## src/radio_seq_cfg.svh

```systemverilog
// Constants of the radio-side message sequencer.
`ifndef RADIO_SEQ_CFG_SVH
`define RADIO_SEQ_CFG_SVH
`define CLK_HZ 25000000
`define TICK_MS 100
`define TICK_CYCLES ((`CLK_HZ / 1000) * `TICK_MS)
`define QUERY_MS 1600
`define STARTUP_MS 50000
`define TIME_MS 20000
`define SIGNAL_MS 60000
`define QUERY_TICKS (`QUERY_MS / `TICK_MS)
`define STARTUP_TICKS (`STARTUP_MS / `TICK_MS)
`define TIME_TICKS (`TIME_MS / `TICK_MS)
`define SIGNAL_TICKS (`SIGNAL_MS / `TICK_MS)
`define CODE_INIT_QUERY 8'h1C
`define CODE_DEV_INFO 8'h83
`define CODE_POWER 8'h82
`define CODE_JOIN_QUERY 8'h0D
`define CODE_JOIN_NOTICE 8'h0A
`define CODE_TIME 8'h0B
`define CODE_SIGNAL 8'h0C
`define CODE_REGEN_END 8'h8D
`define CODE_REGEN_ACK 8'h8E
`endif

```

## src/radio_seq_pkg.sv

```systemverilog
// Types of the radio-side message sequencer.
`default_nettype none
package radio_seq_pkg;
  typedef enum logic [2:0] {
    ST_IDLE = 3'b001,
    ST_STARTUP = 3'b010,
    ST_NORMAL = 3'b100
  } seq_state_t;
endpackage
`default_nettype wire

```

## src/tick_if.sv

```systemverilog
// Tick carrier shared between the sequencer and its period timers.
`default_nettype none
interface tick_if;
  logic tick;
  logic srst;
  modport src (output tick, output srst);
  modport dst (input tick, input srst);
endinterface
`default_nettype wire

```

## src/period_timer.sv

```systemverilog
// Period timer counting ticks; fires and restarts on expiry; a restart request clears it without firing.
`default_nettype none
module period_timer #(
  parameter int unsigned TICKS = 16
) (
  input wire logic clk,
  tick_if.dst tk,
  input wire logic run,
  input wire logic restart,
  output logic fire
);
  logic [15:0] count;

  always_ff @(posedge clk) begin
    if (tk.srst || !run || restart) begin
      count <= 16'h0000;
    end else if (tk.tick) begin
      count <= (count == 16'(TICKS - 1)) ? 16'h0000 : count + 16'h0001;
    end
  end

  assign fire = run && !restart && tk.tick && (count == 16'(TICKS - 1));
endmodule // period_timer
`default_nettype wire

```

## src/radio_seq.sv

```systemverilog
// Radio-side start-up and periodic message sequencer.
`default_nettype none
`include "radio_seq_cfg.svh"
module radio_seq
  import radio_seq_pkg::*;
(
  input wire logic CLK,
  input wire logic SRST,
  input wire logic RX_VALID,
  input wire logic [7:0] RX_CODE,
  input wire logic JOINED,
  input wire logic TX_READY,
  output logic TX_VALID,
  output logic [7:0] TX_CODE,
  output logic [7:0] TX_DATA,
  output logic NORMAL_MODE,
  output logic LOW_BATTERY,
  output logic DEV_INFO_SEEN
);
  // ----------------------------------------
  // Tick generation
  // ----------------------------------------
  seq_state_t state;
  logic [23:0] div;
  logic power_seen;
  logic joined_q;
  logic ack_pend;
  logic query_pend, time_pend, sig_pend, join_pend;
  logic query_fire, time_fire, sig_fire, startup_fire;
  logic [7:0] next_code;
  logic [7:0] next_data;
  logic next_take;
  tick_if tk ();

  // One tick every 100 ms keeps each period counter small.
  // The price is that every interval is exact only to one tick.
  always_ff @(posedge CLK) begin
    if (SRST || div == 24'(`TICK_CYCLES - 1)) begin
      div <= 24'h000000;
    end else begin
      div <= div + 24'h000001;
    end
  end
  assign tk.tick = (div == 24'(`TICK_CYCLES - 1));
  assign tk.srst = SRST;

  // ----------------------------------------
  // Timers
  // ----------------------------------------
  period_timer #(.TICKS(`QUERY_TICKS)) u_query (.clk(CLK), .tk(tk),
    .run(state == ST_STARTUP), .restart(1'b0), .fire(query_fire));
  period_timer #(.TICKS(`STARTUP_TICKS)) u_start (.clk(CLK), .tk(tk),
    .run(state == ST_STARTUP), .restart(1'b0), .fire(startup_fire));
  period_timer #(.TICKS(`TIME_TICKS)) u_time (.clk(CLK), .tk(tk),
    .run(state == ST_NORMAL), .restart(1'b0), .fire(time_fire));
  period_timer #(.TICKS(`SIGNAL_TICKS)) u_sig (.clk(CLK), .tk(tk),
    .run(state == ST_NORMAL), .restart(1'b0), .fire(sig_fire));

  // ----------------------------------------
  // Mode sequencing
  // ----------------------------------------
  always_ff @(posedge CLK) begin
    if (SRST) begin
      state <= ST_IDLE;
    end else begin
      case (state)
        ST_IDLE: state <= ST_STARTUP;
        ST_STARTUP: if (startup_fire) state <= ST_NORMAL;
        ST_NORMAL: state <= ST_NORMAL;
        default: state <= ST_IDLE;
      endcase
    end
  end

  always_ff @(posedge CLK) begin
    if (SRST) begin
      power_seen <= 1'b0;
      DEV_INFO_SEEN <= 1'b0;
    end else if (RX_VALID && state == ST_STARTUP) begin
      if (RX_CODE == `CODE_POWER) power_seen <= 1'b1;
      if (RX_CODE == `CODE_DEV_INFO) DEV_INFO_SEEN <= 1'b1;
    end
  end

  always_ff @(posedge CLK) begin
    if (SRST) begin
      NORMAL_MODE <= 1'b0;
      LOW_BATTERY <= 1'b0;
    end else if (state == ST_STARTUP && startup_fire) begin
      NORMAL_MODE <= 1'b1;
      LOW_BATTERY <= !power_seen && !DEV_INFO_SEEN;
    end
  end

  // ----------------------------------------
  // Pending messages
  // ----------------------------------------
  // A pending flag set in the cycle it is sent stays set, so no event is lost.
  always_ff @(posedge CLK) begin
    if (SRST) begin
      query_pend <= 1'b0;
      time_pend <= 1'b0;
      sig_pend <= 1'b0;
      join_pend <= 1'b0;
      ack_pend <= 1'b0;
      joined_q <= 1'b0;
    end else begin
      joined_q <= (state == ST_NORMAL) ? JOINED : 1'b0;
      if ((state == ST_IDLE) || query_fire) begin
        query_pend <= 1'b1;
      end else if (next_take && next_code == `CODE_INIT_QUERY) begin
        query_pend <= 1'b0;
      end
      if (time_fire) begin
        time_pend <= 1'b1;
      end else if (next_take && next_code == `CODE_TIME) begin
        time_pend <= 1'b0;
      end
      if (sig_fire) begin
        sig_pend <= 1'b1;
      end else if (next_take && next_code == `CODE_SIGNAL) begin
        sig_pend <= 1'b0;
      end
      if (state == ST_NORMAL && JOINED != joined_q) begin
        join_pend <= 1'b1;
      end else if (next_take && next_code == `CODE_JOIN_NOTICE) begin
        join_pend <= 1'b0;
      end
      if (RX_VALID && RX_CODE == `CODE_REGEN_END) begin
        ack_pend <= 1'b1;
      end else if (next_take && next_code == `CODE_REGEN_ACK) begin
        ack_pend <= 1'b0;
      end
    end
  end

  // ----------------------------------------
  // Transmit arbitration
  // ----------------------------------------
  always_comb begin
    next_code = 8'h00;
    next_data = 8'h00;
    if (ack_pend) begin
      next_code = `CODE_REGEN_ACK;
    end else if (join_pend) begin
      next_code = `CODE_JOIN_NOTICE;
      next_data = {7'h00, joined_q};
    end else if (query_pend) begin
      next_code = `CODE_INIT_QUERY;
    end else if (time_pend) begin
      next_code = `CODE_TIME;
    end else if (sig_pend) begin
      next_code = `CODE_SIGNAL;
    end
    next_take = (!TX_VALID || TX_READY) && (next_code != 8'h00);
  end

  always_ff @(posedge CLK) begin
    if (SRST) begin
      TX_VALID <= 1'b0;
      TX_CODE <= 8'h00;
      TX_DATA <= 8'h00;
    end else if (next_take) begin
      TX_VALID <= 1'b1;
      TX_CODE <= next_code;
      TX_DATA <= next_data;
    end else if (TX_READY) begin
      TX_VALID <= 1'b0;
    end
  end

  // ----------------------------------------
  // Checks
  // ----------------------------------------
  chk_first_query: assert property (@(posedge CLK) disable iff (SRST)
    $rose(state == ST_STARTUP) |-> ##[0:3] (TX_VALID && TX_CODE == `CODE_INIT_QUERY))
    else $error("Start-up query not sent.");
  chk_ack_regen: assert property (@(posedge CLK) disable iff (SRST)
    (RX_VALID && RX_CODE == `CODE_REGEN_END && !TX_VALID) |-> ##[1:3]
    (TX_VALID && TX_CODE == `CODE_REGEN_ACK))
    else $error("Regeneration end not acknowledged.");
  chk_normal_late: assert property (@(posedge CLK) disable iff (SRST)
    (state == ST_STARTUP) |-> !NORMAL_MODE)
    else $error("Normal mode before window end.");
  chk_no_query_normal: assert property (@(posedge CLK) disable iff (SRST)
    (state == ST_NORMAL && $past(state) == ST_NORMAL) |-> !query_fire)
    else $error("Query timer running in normal mode.");
  chk_low_batt: assert property (@(posedge CLK) disable iff (SRST)
    $rose(NORMAL_MODE) |-> (LOW_BATTERY == (!$past(power_seen) && !$past(DEV_INFO_SEEN))))
    else $error("Low battery state wrong.");
  chk_time_norm: assert property (@(posedge CLK) disable iff (SRST)
    time_fire |-> NORMAL_MODE)
    else $error("Time sent outside normal mode.");
  chk_sig_norm: assert property (@(posedge CLK) disable iff (SRST)
    sig_fire |-> NORMAL_MODE)
    else $error("Signal report outside normal mode.");
  chk_join_data: assert property (@(posedge CLK) disable iff (SRST)
    (TX_VALID && TX_CODE == `CODE_JOIN_NOTICE) |-> (TX_DATA[7:1] == 7'h00))
    else $error("Join notice data malformed.");
  chk_tick_rate: assert property (@(posedge CLK) disable iff (SRST)
    tk.tick |=> !tk.tick)
    else $error("Tick repeated.");
  chk_tx_hold: assert property (@(posedge CLK) disable iff (SRST)
    (TX_VALID && !TX_READY) |=>
    (TX_VALID && $stable(TX_CODE) && $stable(TX_DATA)))
    else $error("Transmit word changed before it was taken.");
  chk_idle_query: assert property (@(posedge CLK) disable iff (SRST)
    (state == ST_IDLE) |=> query_pend)
    else $error("Start-up query not queued.");
  chk_query_repeat: assert property (@(posedge CLK) disable iff (SRST)
    query_fire |=> query_pend)
    else $error("Repeated query not queued.");
  chk_ack_data: assert property (@(posedge CLK) disable iff (SRST)
    (TX_VALID && TX_CODE == `CODE_REGEN_ACK) |-> (TX_DATA == 8'h00))
    else $error("Acknowledge carries data.");
  chk_mode_hold: assert property (@(posedge CLK) disable iff (SRST)
    NORMAL_MODE |=> NORMAL_MODE)
    else $error("Normal mode left without reset.");
  chk_info_hold: assert property (@(posedge CLK) disable iff (SRST)
    DEV_INFO_SEEN |=> DEV_INFO_SEEN)
    else $error("Device information flag lost.");
  cov_normal: cover property (@(posedge CLK) $rose(NORMAL_MODE));
  cov_ack: cover property (@(posedge CLK) TX_VALID && TX_CODE == `CODE_REGEN_ACK);
  cov_join: cover property (@(posedge CLK) TX_VALID && TX_CODE == `CODE_JOIN_NOTICE);
  cov_query: cover property (@(posedge CLK) TX_VALID && TX_READY && TX_CODE == `CODE_INIT_QUERY);
endmodule // radio_seq
`default_nettype wire

```

## config.mk

```make
export PLATFORM = sky130hd
export DESIGN_NAME = radio_seq
export DESIGN_NICKNAME = d
export VERILOG_FILES = /design/src/radio_seq_pkg.sv /design/src/tick_if.sv /design/src/period_timer.sv /design/src/radio_seq.sv
export VERILOG_INCLUDE_DIRS = /design/src
export SDC_FILE = /design/constraint.sdc
export NUM_CORES = 1
export LEC_CHECK = 0
export ABC_AREA = 1
export BUFFER_PORTS_ARGS = -buffer_cell sky130_fd_sc_hd__buf_4
export CORE_MARGIN = 4
export CORE_UTILIZATION = 66
export CTS_CLUSTER_SIZE = 28
export DETAILED_ROUTE_END_ITERATION = 12
export GPL_ROUTABILITY_DRIVEN = 1
export PLACE_DENSITY = 0.91
export SLEW_MARGIN = 0
export SYNTH_ARGS = -nofsm -noshare
export SYNTH_HDL_FRONTEND = slang
export SYNTH_HIERARCHICAL = 1
export SYNTH_SLANG_ARGS = --single-unit
export TNS_END_PERCENT = 30
```

## constraint.sdc

```tcl
create_clock -name CLK -period 5.4 [get_ports CLK]
set_input_delay 0.27 -clock CLK [delete_from_list [all_inputs] [get_ports CLK]]
set_output_delay 0.27 -clock CLK [all_outputs]
set_load 0.02 [all_outputs]
```

* Word-level counts from Yosys, hierarchy flattened
Cells that the tools add are included.
Cells by class: eq/ne operators 18, reductions and logical operators 37, mux-type cells 25, add/sub/neg operators 5, bitwise gates (word level) 1
Operators by type and width (number):
- $add A16 B1 Y16 const B | 4
- $mux W16 | 4
- $eq A8 B8 Y1 const B | 4
- $add A24 B1 Y24 const B | 1
- $eq A24 B22 Y1 const B | 1
- $eq A8 B4 Y1 const B | 3
- $logic_and A1 B1 Y1 | 17
- $eq A16 B10 Y1 const B | 1
- $eq A16 B4 Y1 const B | 1
- $eq A16 B8 Y1 const B | 1
- $eq A16 B9 Y1 const B | 1
- $mux W1 | 14
- $reduce_bool A2 Y1 | 6
- $mux W5 | 2
- $pmux W3 S3 | 1
- $eq A8 B5 Y1 const B | 1
- $mux W4 | 2
- $mux W8 | 1
- $reduce_bool A8 Y1 | 1
- $logic_not A1 Y1 | 5
- $logic_or A1 B1 Y1 | 5
- $reduce_and A2 Y1 | 2
- $eq A3 B1 Y1 const B | 1
- $eq A3 B2 Y1 const B | 1
- 6 further kinds | 6
Word-level totals: input port bits 13, bits in registers 118, output and inout bits 20

* Longest topological paths before layout
Gate-level depths: netlist (run 1).
word-level depth 10, mapped depth 17, depth with buffers taken out 17

* By module
Netlist (run 1), hierarchy kept.
By module, submodules not included:
- radio_seq | sequential area each 900.9 um2, instances 1, area an instance 2230.9 um2, cells an instance 325
- period_timer (u_query) | sequential area each 320.3 um2, instances 1, area an instance 954.7 um2, cells an instance 146
- period_timer (u_start) | sequential area each 320.3 um2, instances 1, area an instance 903.4 um2, cells an instance 136
- period_timer (u_sig) | sequential area each 320.3 um2, instances 1, area an instance 880.8 um2, cells an instance 139
- period_timer (u_time) | sequential area each 320.3 um2, instances 1, area an instance 880.8 um2, cells an instance 134

* Least setup slack after synthesis (run 1)
No wires, ideal clock.
path type register -> register, from reg div[0], to reg LOW_BATTERY, buffers on the path 1, cell stages (with the launch flop) 18, slack 3.082 ns, data arrival time 2.186 ns, required time 5.268 ns, cells stage by stage dfxtp_1 > ha_1 > nand2_2 > nor2_4 > inv_2 > nor2_2 > nand3_2 > inv_1 > buf_4 > nand2_1 > nor2_1 > nand2_1 > inv_1 > nand2_1 > nor3_1 > nand2_1 > nand2_1 > a21oi_1
On the way: longest elaborated chain between the ends 4
RTL lines:
- start, declared | RTL line radio_seq.sv:24 | logic [23:0] div;
- start signal, assigned | RTL line radio_seq.sv:41 | div <= div + 24'h000001;
- $eq A24 B22 Y1 | RTL line radio_seq.sv:44 | assign tk.tick = (div == 24'(`TICK_CYCLES - 1));
- via tk.tick | RTL line tick_if.sv:4 | logic tick;
- $logic_and A1 B1 Y1 (2 in series) | RTL line period_timer.sv:22 | assign fire = run && !restart && tk.tick && (count == 16'(TICKS - 1));
- via startup_fire | RTL line radio_seq.sv:29 | logic query_fire, time_fire, sig_fire, startup_fire;
- $logic_and A1 B1 Y1 | RTL line radio_seq.sv:89 | end else if (state == ST_STARTUP && startup_fire) begin
- end signal, assigned | RTL line radio_seq.sv:91 | LOW_BATTERY <= !power_seen && !DEV_INFO_SEEN;
- end, declared | RTL line radio_seq.sv:17 | output logic LOW_BATTERY,
The timed path passes the listed nets, and every way through them passes these cells. A chain may end at the register's enable or synchronous reset.

* Worst setup path after layout (run 1)
Ends and elaborated chain as after synthesis.

==> results of run 1 <==
[critical path: stages, from the launching register on]
cell     delay, ps
dfxtp_1        390
ha_1           220
nand2_2         90
nor2_4         140
inv_2           70
nor2_2         110
nand3_2        110
inv_1          770
nand2_1        110
nor2_1         130
nand2_1         70
inv_1           60
nand2_1         80
nor3_1         310
nand2_1        120
nand2_1         80
a21oi_1         50
[sequential cells by signal (all words and copies together) (netlist names), 3 cells and up]
signal,flops
u_query/count,16
div,24
u_sig/count,16
state,3
u_time/count,16
u_start/count,16
TX_CODE,6
[per-layer routing]
| metal | up-vias | share of wire | track usage |
|---|---|---|---|
| met5 | - | 0 | 0 |
| met4 | 0 | 0.014 | 0.0696 |
| met3 | 15 | 0.045 | 0.0457 |
| met2 | 113 | 0.49 | 0.417 |
| met1 | 2353 | 0.45 | 0.301 |
| li1 | 2774 | - | - |
[logic make-up (layout without fill, tap and decap cells)]
kind of cell | after synthesis | count (layout) | synth area share
compound gates | 48 | 48 | 0.0430
xor+xnor | 29 | 29 | 0.0434
fa+ha+maj | 5 | 5 | 0.0107
buf+inv | 118 | 141 | 0.0860
flops | 109 | 109 | 0.373
mux | 4 | 4 | 0.00684
other cells | 1 | 17 | 0.000641
simple gates | 566 | 566 | 0.436
[metrics by stage]
stage | hold WS, ps | instances
floorplan | 397 | 896
global placement | 445 | 1011
detailed placement | 459 | 1011
CTS | 156 | 1027
global route | 178 | 1027
finish | 166 | 1027
[report_power, final]
part	internal (W)	switching, W	total, W	leakage [nW]
clock	0.000169	0.000265	0.000434	0.0699
sequential	0.000823	0.0000159	0.000839	0.880
combinational	0.0000405	0.0000810	0.000122	1.18
total	0.00103	0.000362	0.00139	2.13
[final timing paths]
kind	cells after the start	end	slack, ps	startpoint
max	16	LOW_BATTERY$_SDFFE_PP0P_	2380	div[0]$_SDFF_PP0_
min reg2reg	2	div[23]$_SDFF_PP0_	470	div[23]$_SDFF_PP0_
max reg2reg	16	LOW_BATTERY$_SDFFE_PP0P_	2380	div[0]$_SDFF_PP0_
min	3	joined_q$_SDFF_PP0_	170	JOINED
[cells in the final DEF, fill, tap and decap left out, types with 12 or more instances in the layout]
master   count
buf_4       23
dfxtp_1    109
xnor2_1     13
nand4_1     18
o21ai_0     12
nand3_1     40
nor2_2      20
inv_1       90
nand2_1    228
conb_1      17
nor3_1      12
xor2_1      16
nor2_4      13
nor2_1     194
a21oi_1     31
[cell type report]
class                      count  area (sq um)  area share
clock buffer                  13           139      0.0222
clock inverter                 3          22.5     0.00360
inverter                     102           383      0.0612
multi-input combinational    669          3230       0.515
sequential                   109          2180       0.349
tap                          108           135      0.0216
timing repair buffer          23           173      0.0276
==> flow_metrics.tcl, run 1 <==
set metrics [dict create \
    synthFlopType "dfxtp_1" \
    skew_ps 7.15 \
    clk_pin_slew_worst_paths_ps 90 \
    status "finished clean" \
    grt_overflow_total 0 \
    drtAntennaViolNets 0 \
    first_pass_iters 5 \
    p_leak_nw 2.13 \
    yosysWarnings 6 \
    power_w 0.00139 \
    drc 0 \
    grt_pass1_vias 4826 \
    cts_hold_buf 0 \
    clk_latency_ps 370 \
    synthArstFlopShare 0 \
    viasPerCell 5.12 \
    startpoint_type "register" \
    period_share 0.559 \
    drive_gt1_frac 0.123 \
    hold_viol 0 \
    synth.most_common_cell "nand2_1" \
    netlist.area_leader.share 0.373 \
    slew_headroom 0.304 \
    hpwlAfterDp_mm 8.76 \
    path_max_fanout 28 \
    grt_max_degree 29 \
    clkSinkCount 109 \
    hold_path.class "in2reg" \
    design_area_sq_mm 0.00626 \
    grt_use_total 0.239 \
    synthTopCellsByArea "dfxtp_1 37%, nand2_1 15%, nor2_1 12%" \
    num_vias 5255 \
    cts_tree "yes" \
    worst_slew_pin_slew_ps 1040 \
    ctsHtreeMaxLevel 3 \
    critPathKind "reg2reg" \
    fin_ws_ps 2380 \
    die-area_sq_mm 0.0104 \
    drv_slew 0 \
    synth-edff-count 0 \
    ys_types 35 \
    ys_seq_area_frac 0.373 \
    power.density_mw_per_mm2 223 \
    synth.avg_cell_area_sq_um 6.65 \
    syn_to_final_growth_pct 6.99 \
    rsz0062_at_grt "no" \
    core-area_sq_mm 0.00868 \
    core.rowCount 34 \
    wl_per_cell_um 11.2 \
    netlist_instances 880 \
    period_needed_ps 3020 \
    drtIter0Drc 253 \
    ir_worst_vdd_uv 168 \
    cp.arrival_ps 3270 \
    start_util 0.674 \
    preCtsSetupSlack_ps 2450 \
    cts_setup_buffers 0 \
    cts_root_buffer "clkbuf_8" \
    cts_buffers 9 \
    die_x_um 102 \
    setup_viol 0 \
    numPortBuffers 23 \
    antenna_cells 0 \
    cap_violations 0 \
    antenna_found_initial 0 \
    gp_congestion 0.909 \
    fillers 698 \
    cts.repair.resized 0 \
    finalSetupTns_ps 0 \
    grt_pass1_wl_mm 20.5 \
    final_util 0.721 \
    syn-cell-area_sq_mm 0.00585 \
    max_freq_mhz 332 \
    routed_wl_mm 11.5 \
    synth_common_cells "228 x nand2_1, 194 x nor2_1, 109 x dfxtp_1" \
    nNetsFinal 932 \
    io_pins 33 \
    fp.dieH_um 102 \
    crit_required_ps 5660 \
    clk_path_buf_depth 2 \
    yosys.area.top_type "dfxtp_1" \
    placed_area_sq_mm 0.00610 \
    synth-seq-cells 109 \
    crit_path_end_kind "register" \
]
(Power assumes the default switching activity.)
==> inputs of run 2 (changes only) <==
Settings changed: ABC_AREA 1 to 0, CORE_UTILIZATION 66 to 60, PLACE_DENSITY 0.91 to 0.85.
Clock period 5.4 ns to 2.95 ns, I/O delays scaled along.
==> run 2 against run 1 <==
Net effect:
- wire length fell by 5.2%
- largest power group unchanged
- setup slack got worse by 2200 ps
- largest cell class unchanged
- critical path depth fell by 9
==> flow_metrics.tcl, run 2 <==
set metrics [dict create \
    period_share 0.931 \
    drive_gt1_frac 0.131 \
    synth.avg_cell_area_sq_um 8.81 \
    ys_seq_area_frac 0.415 \
    critPathKind "reg2reg" \
    period_needed_ps 2750 \
    met3_usage 0.0282 \
    ir_worst_vdd_uv 270 \
    grt_pass1_wl_mm 18.8 \
    max_stage_delay_ps 640 \
    grt_busiest_layer "met2" \
    drtIter0Drc 273 \
    regToRegEndpoint "u_time/count[15]$_SDFFE_PP0P_" \
    r2r_slack_ps 200 \
    skew_ps 13.7 \
    cts_tree "yes" \
    reg2regPathDepth 7 \
    hpwlAfterDp_mm 7.79 \
    nNetsFinal 646 \
    grt_use_met2 0.361 \
    start_util 0.627 \
    ctsHtreeMaxLevel 3 \
    worst_slew_pin_slew_ps 648 \
    cap_violations 0 \
    synthAdderAreaFrac 0.0119 \
    drc 0 \
    max_freq_mhz 364 \
    crit_start "div[6]$_SDFF_PP0_" \
    post-place-cells 720 \
    synth_mux_area_frac 0.00953 \
    ys_types 59 \
    final_util 0.683 \
    drtAntennaViolNets 0 \
    synth-edff-count 0 \
    gp_congestion 0.914 \
    num_vias 4357 \
    slew_headroom 0.567 \
    drv_slew 0 \
    clk_pin_slew_worst_paths_ps 100 \
    viasPerCell 5.90 \
    most-common-layout-cells "109 x dfxtp_1, 100 x nor2_1, 53 x xnor2_1" \
    yosys.area.top_type "dfxtp_1" \
    largest-register "div" \
    largest_reg_flops 24 \
    syn-cell-area_sq_mm 0.00525 \
    syn_to_final_growth_pct 8.93 \
    holdPathStages 3 \
    hold_viol 0 \
    synthTopCellsByArea "dfxtp_1 42%, xnor2_1 8.8%, nor2_1 7.1%" \
    synth-xor-area-share 0.115 \
    cpLargestDelayFamily "simple AND/OR/NAND/NOR gates" \
    design_area_sq_mm 0.00572 \
    synthArstFlopShare 0 \
    synth-simple-area-share 0.329 \
    synthFlopType "dfxtp_1" \
    numPortBuffers 23 \
    netlist.area_leader.share 0.415 \
    cp_cell_sequence "or4b_1, nor4_4, buf_12, nand4_2, or3_1, or4_1, a21oi_1" \
    grt_use_met1 0.303 \
    cts_buffers 9 \
    placed_area_sq_mm 0.00551 \
    path_max_fanout 19 \
    core.rowCount 33 \
    routed_wl_mm 10.9 \
    status "finished clean" \
    core-area_sq_mm 0.00838 \
    clk_latency_ps 360 \
    netlist_instances 596 \
    slowest_stage "or4b_1" \
    p_leak_nw 1.78 \
    crit_path_end_kind "register" \
    setup_viol 0 \
    die_x_um 102 \
    io_pins 33 \
    rsz0062_at_grt "no" \
    cts_root_buffer "clkbuf_8" \
    grt_pass1_vias 4122 \
    clkSinkCount 109 \
    min-delay-start "RX_CODE[0]" \
    synth_common_cells "109 x dfxtp_1, 100 x nor2_1, 53 x xnor2_1" \
    grt_overflow_total 0 \
    grt_use_total 0.222 \
    synth_compound_gate_area_share 0.0724 \
    synth.most_common_cell "dfxtp_1" \
    antenna_cells 0 \
    grt_max_degree 25 \
    clk_path_buf_depth 2 \
    antenna_found_initial 0 \
    layoutNonFillerInstCount 738 \
    synth-seq-cells 109 \
    power.density_mw_per_mm2 428 \
    cp.arrival_ps 3050 \
    layout_commonest_cell "dfxtp_1" \
    fp.dieH_um 102 \
    startpoint_type "register" \
    hold_path.class "in2reg" \
    min_to "DEV_INFO_SEEN$_SDFFE_PP0P_" \
    r2r-start "div[6]$_SDFF_PP0_" \
    path_buf_inv 1 \
    wl_per_cell_um 14.8 \
    first_pass_iters 5 \
    yosysWarnings 6 \
    finalSetupTns_ps 0 \
    crit_required_ps 3250 \
    synth_top_family_by_area "simple AND/OR/NAND/NOR gates" \
    fin_hold_ws_ps 24.2 \
    die-area_sq_mm 0.0103 \
]
==> run 2: timing repair <==
action | CTS | global route
setup endpoints to repair | 0 | 18
setup buffers | 0 | 2
hold buffers | 0 | 0
resized for setup | 0 | 2
==> run 2: worst reg2reg max path, stage by stage, from the launching register on <==
cell	delay, ps
dfxtp_1	380
or4b_1	640
nor4_4	340
buf_12	210
nand4_2	150
or3_1	400
or4_1	410
a21oi_1	160
==> run 2: worst max path at each step <==
stage                               endpoint  cells after the start  slack [ps]
2_1_floorplan  u_time/count[13]$_SDFFE_PP0P_                     11          80
3_3_place_gp    u_time/count[6]$_SDFFE_PP0P_                      9         260
3_5_place_dp   u_time/count[11]$_SDFFE_PP0P_                      9         190
4_1_cts         u_time/count[1]$_SDFFE_PP0P_                      9         140
5_1_grt        u_time/count[15]$_SDFFE_PP0P_                      9          20
6_report       u_time/count[15]$_SDFFE_PP0P_                      7         200
==> run 2: metrics by stage <==
stage	setup WS, ps	power [W]
2_1_floorplan	81.2	0.00162
3_3_place_gp	259	0.00165
3_5_place_dp	188	0.00165
4_1_cts	140	0.00247
5_1_grt	20.6	0.00254
6_report	204	0.00245
==> run 2: layout make-up <==
cell class              instances  area [sq um]
inverters                      18          67.6
flip-flops and latches        109          2180
clock buffers                  11           141
well taps                     105           131
fillers                       657          2660
repair buffers                 32           265
clock inverters                 5          35.0
multi-input cells             458          2900
==> run 2: per-layer routing <==
metal | up-vias | share of wire
li1 | 2159 | -
met1 | 2047 | 0.46
met2 | 130 | 0.47
met3 | 21 | 0.052
met4 | 0 | 0.018
met5 | - | 0
==> run 2: report_power, final <==
group          switching (W)  internal, W  total, W
Clock               0.000497     0.000333  0.000830
Sequential         0.0000156      0.00149   0.00150
Combinational      0.0000730    0.0000457  0.000119
Total               0.000585      0.00187   0.00245
==> run 2: cell families (layout without fill, tap and decap cells) <==
kind of cell	count (synthesis)	count (layout)
compound gates	55	55
xor+xnor	69	69
flops	109	109
buf+inv	41	66
other cells	1	13
simple gates	311	311
fa+ha+maj	5	5
mux	5	5
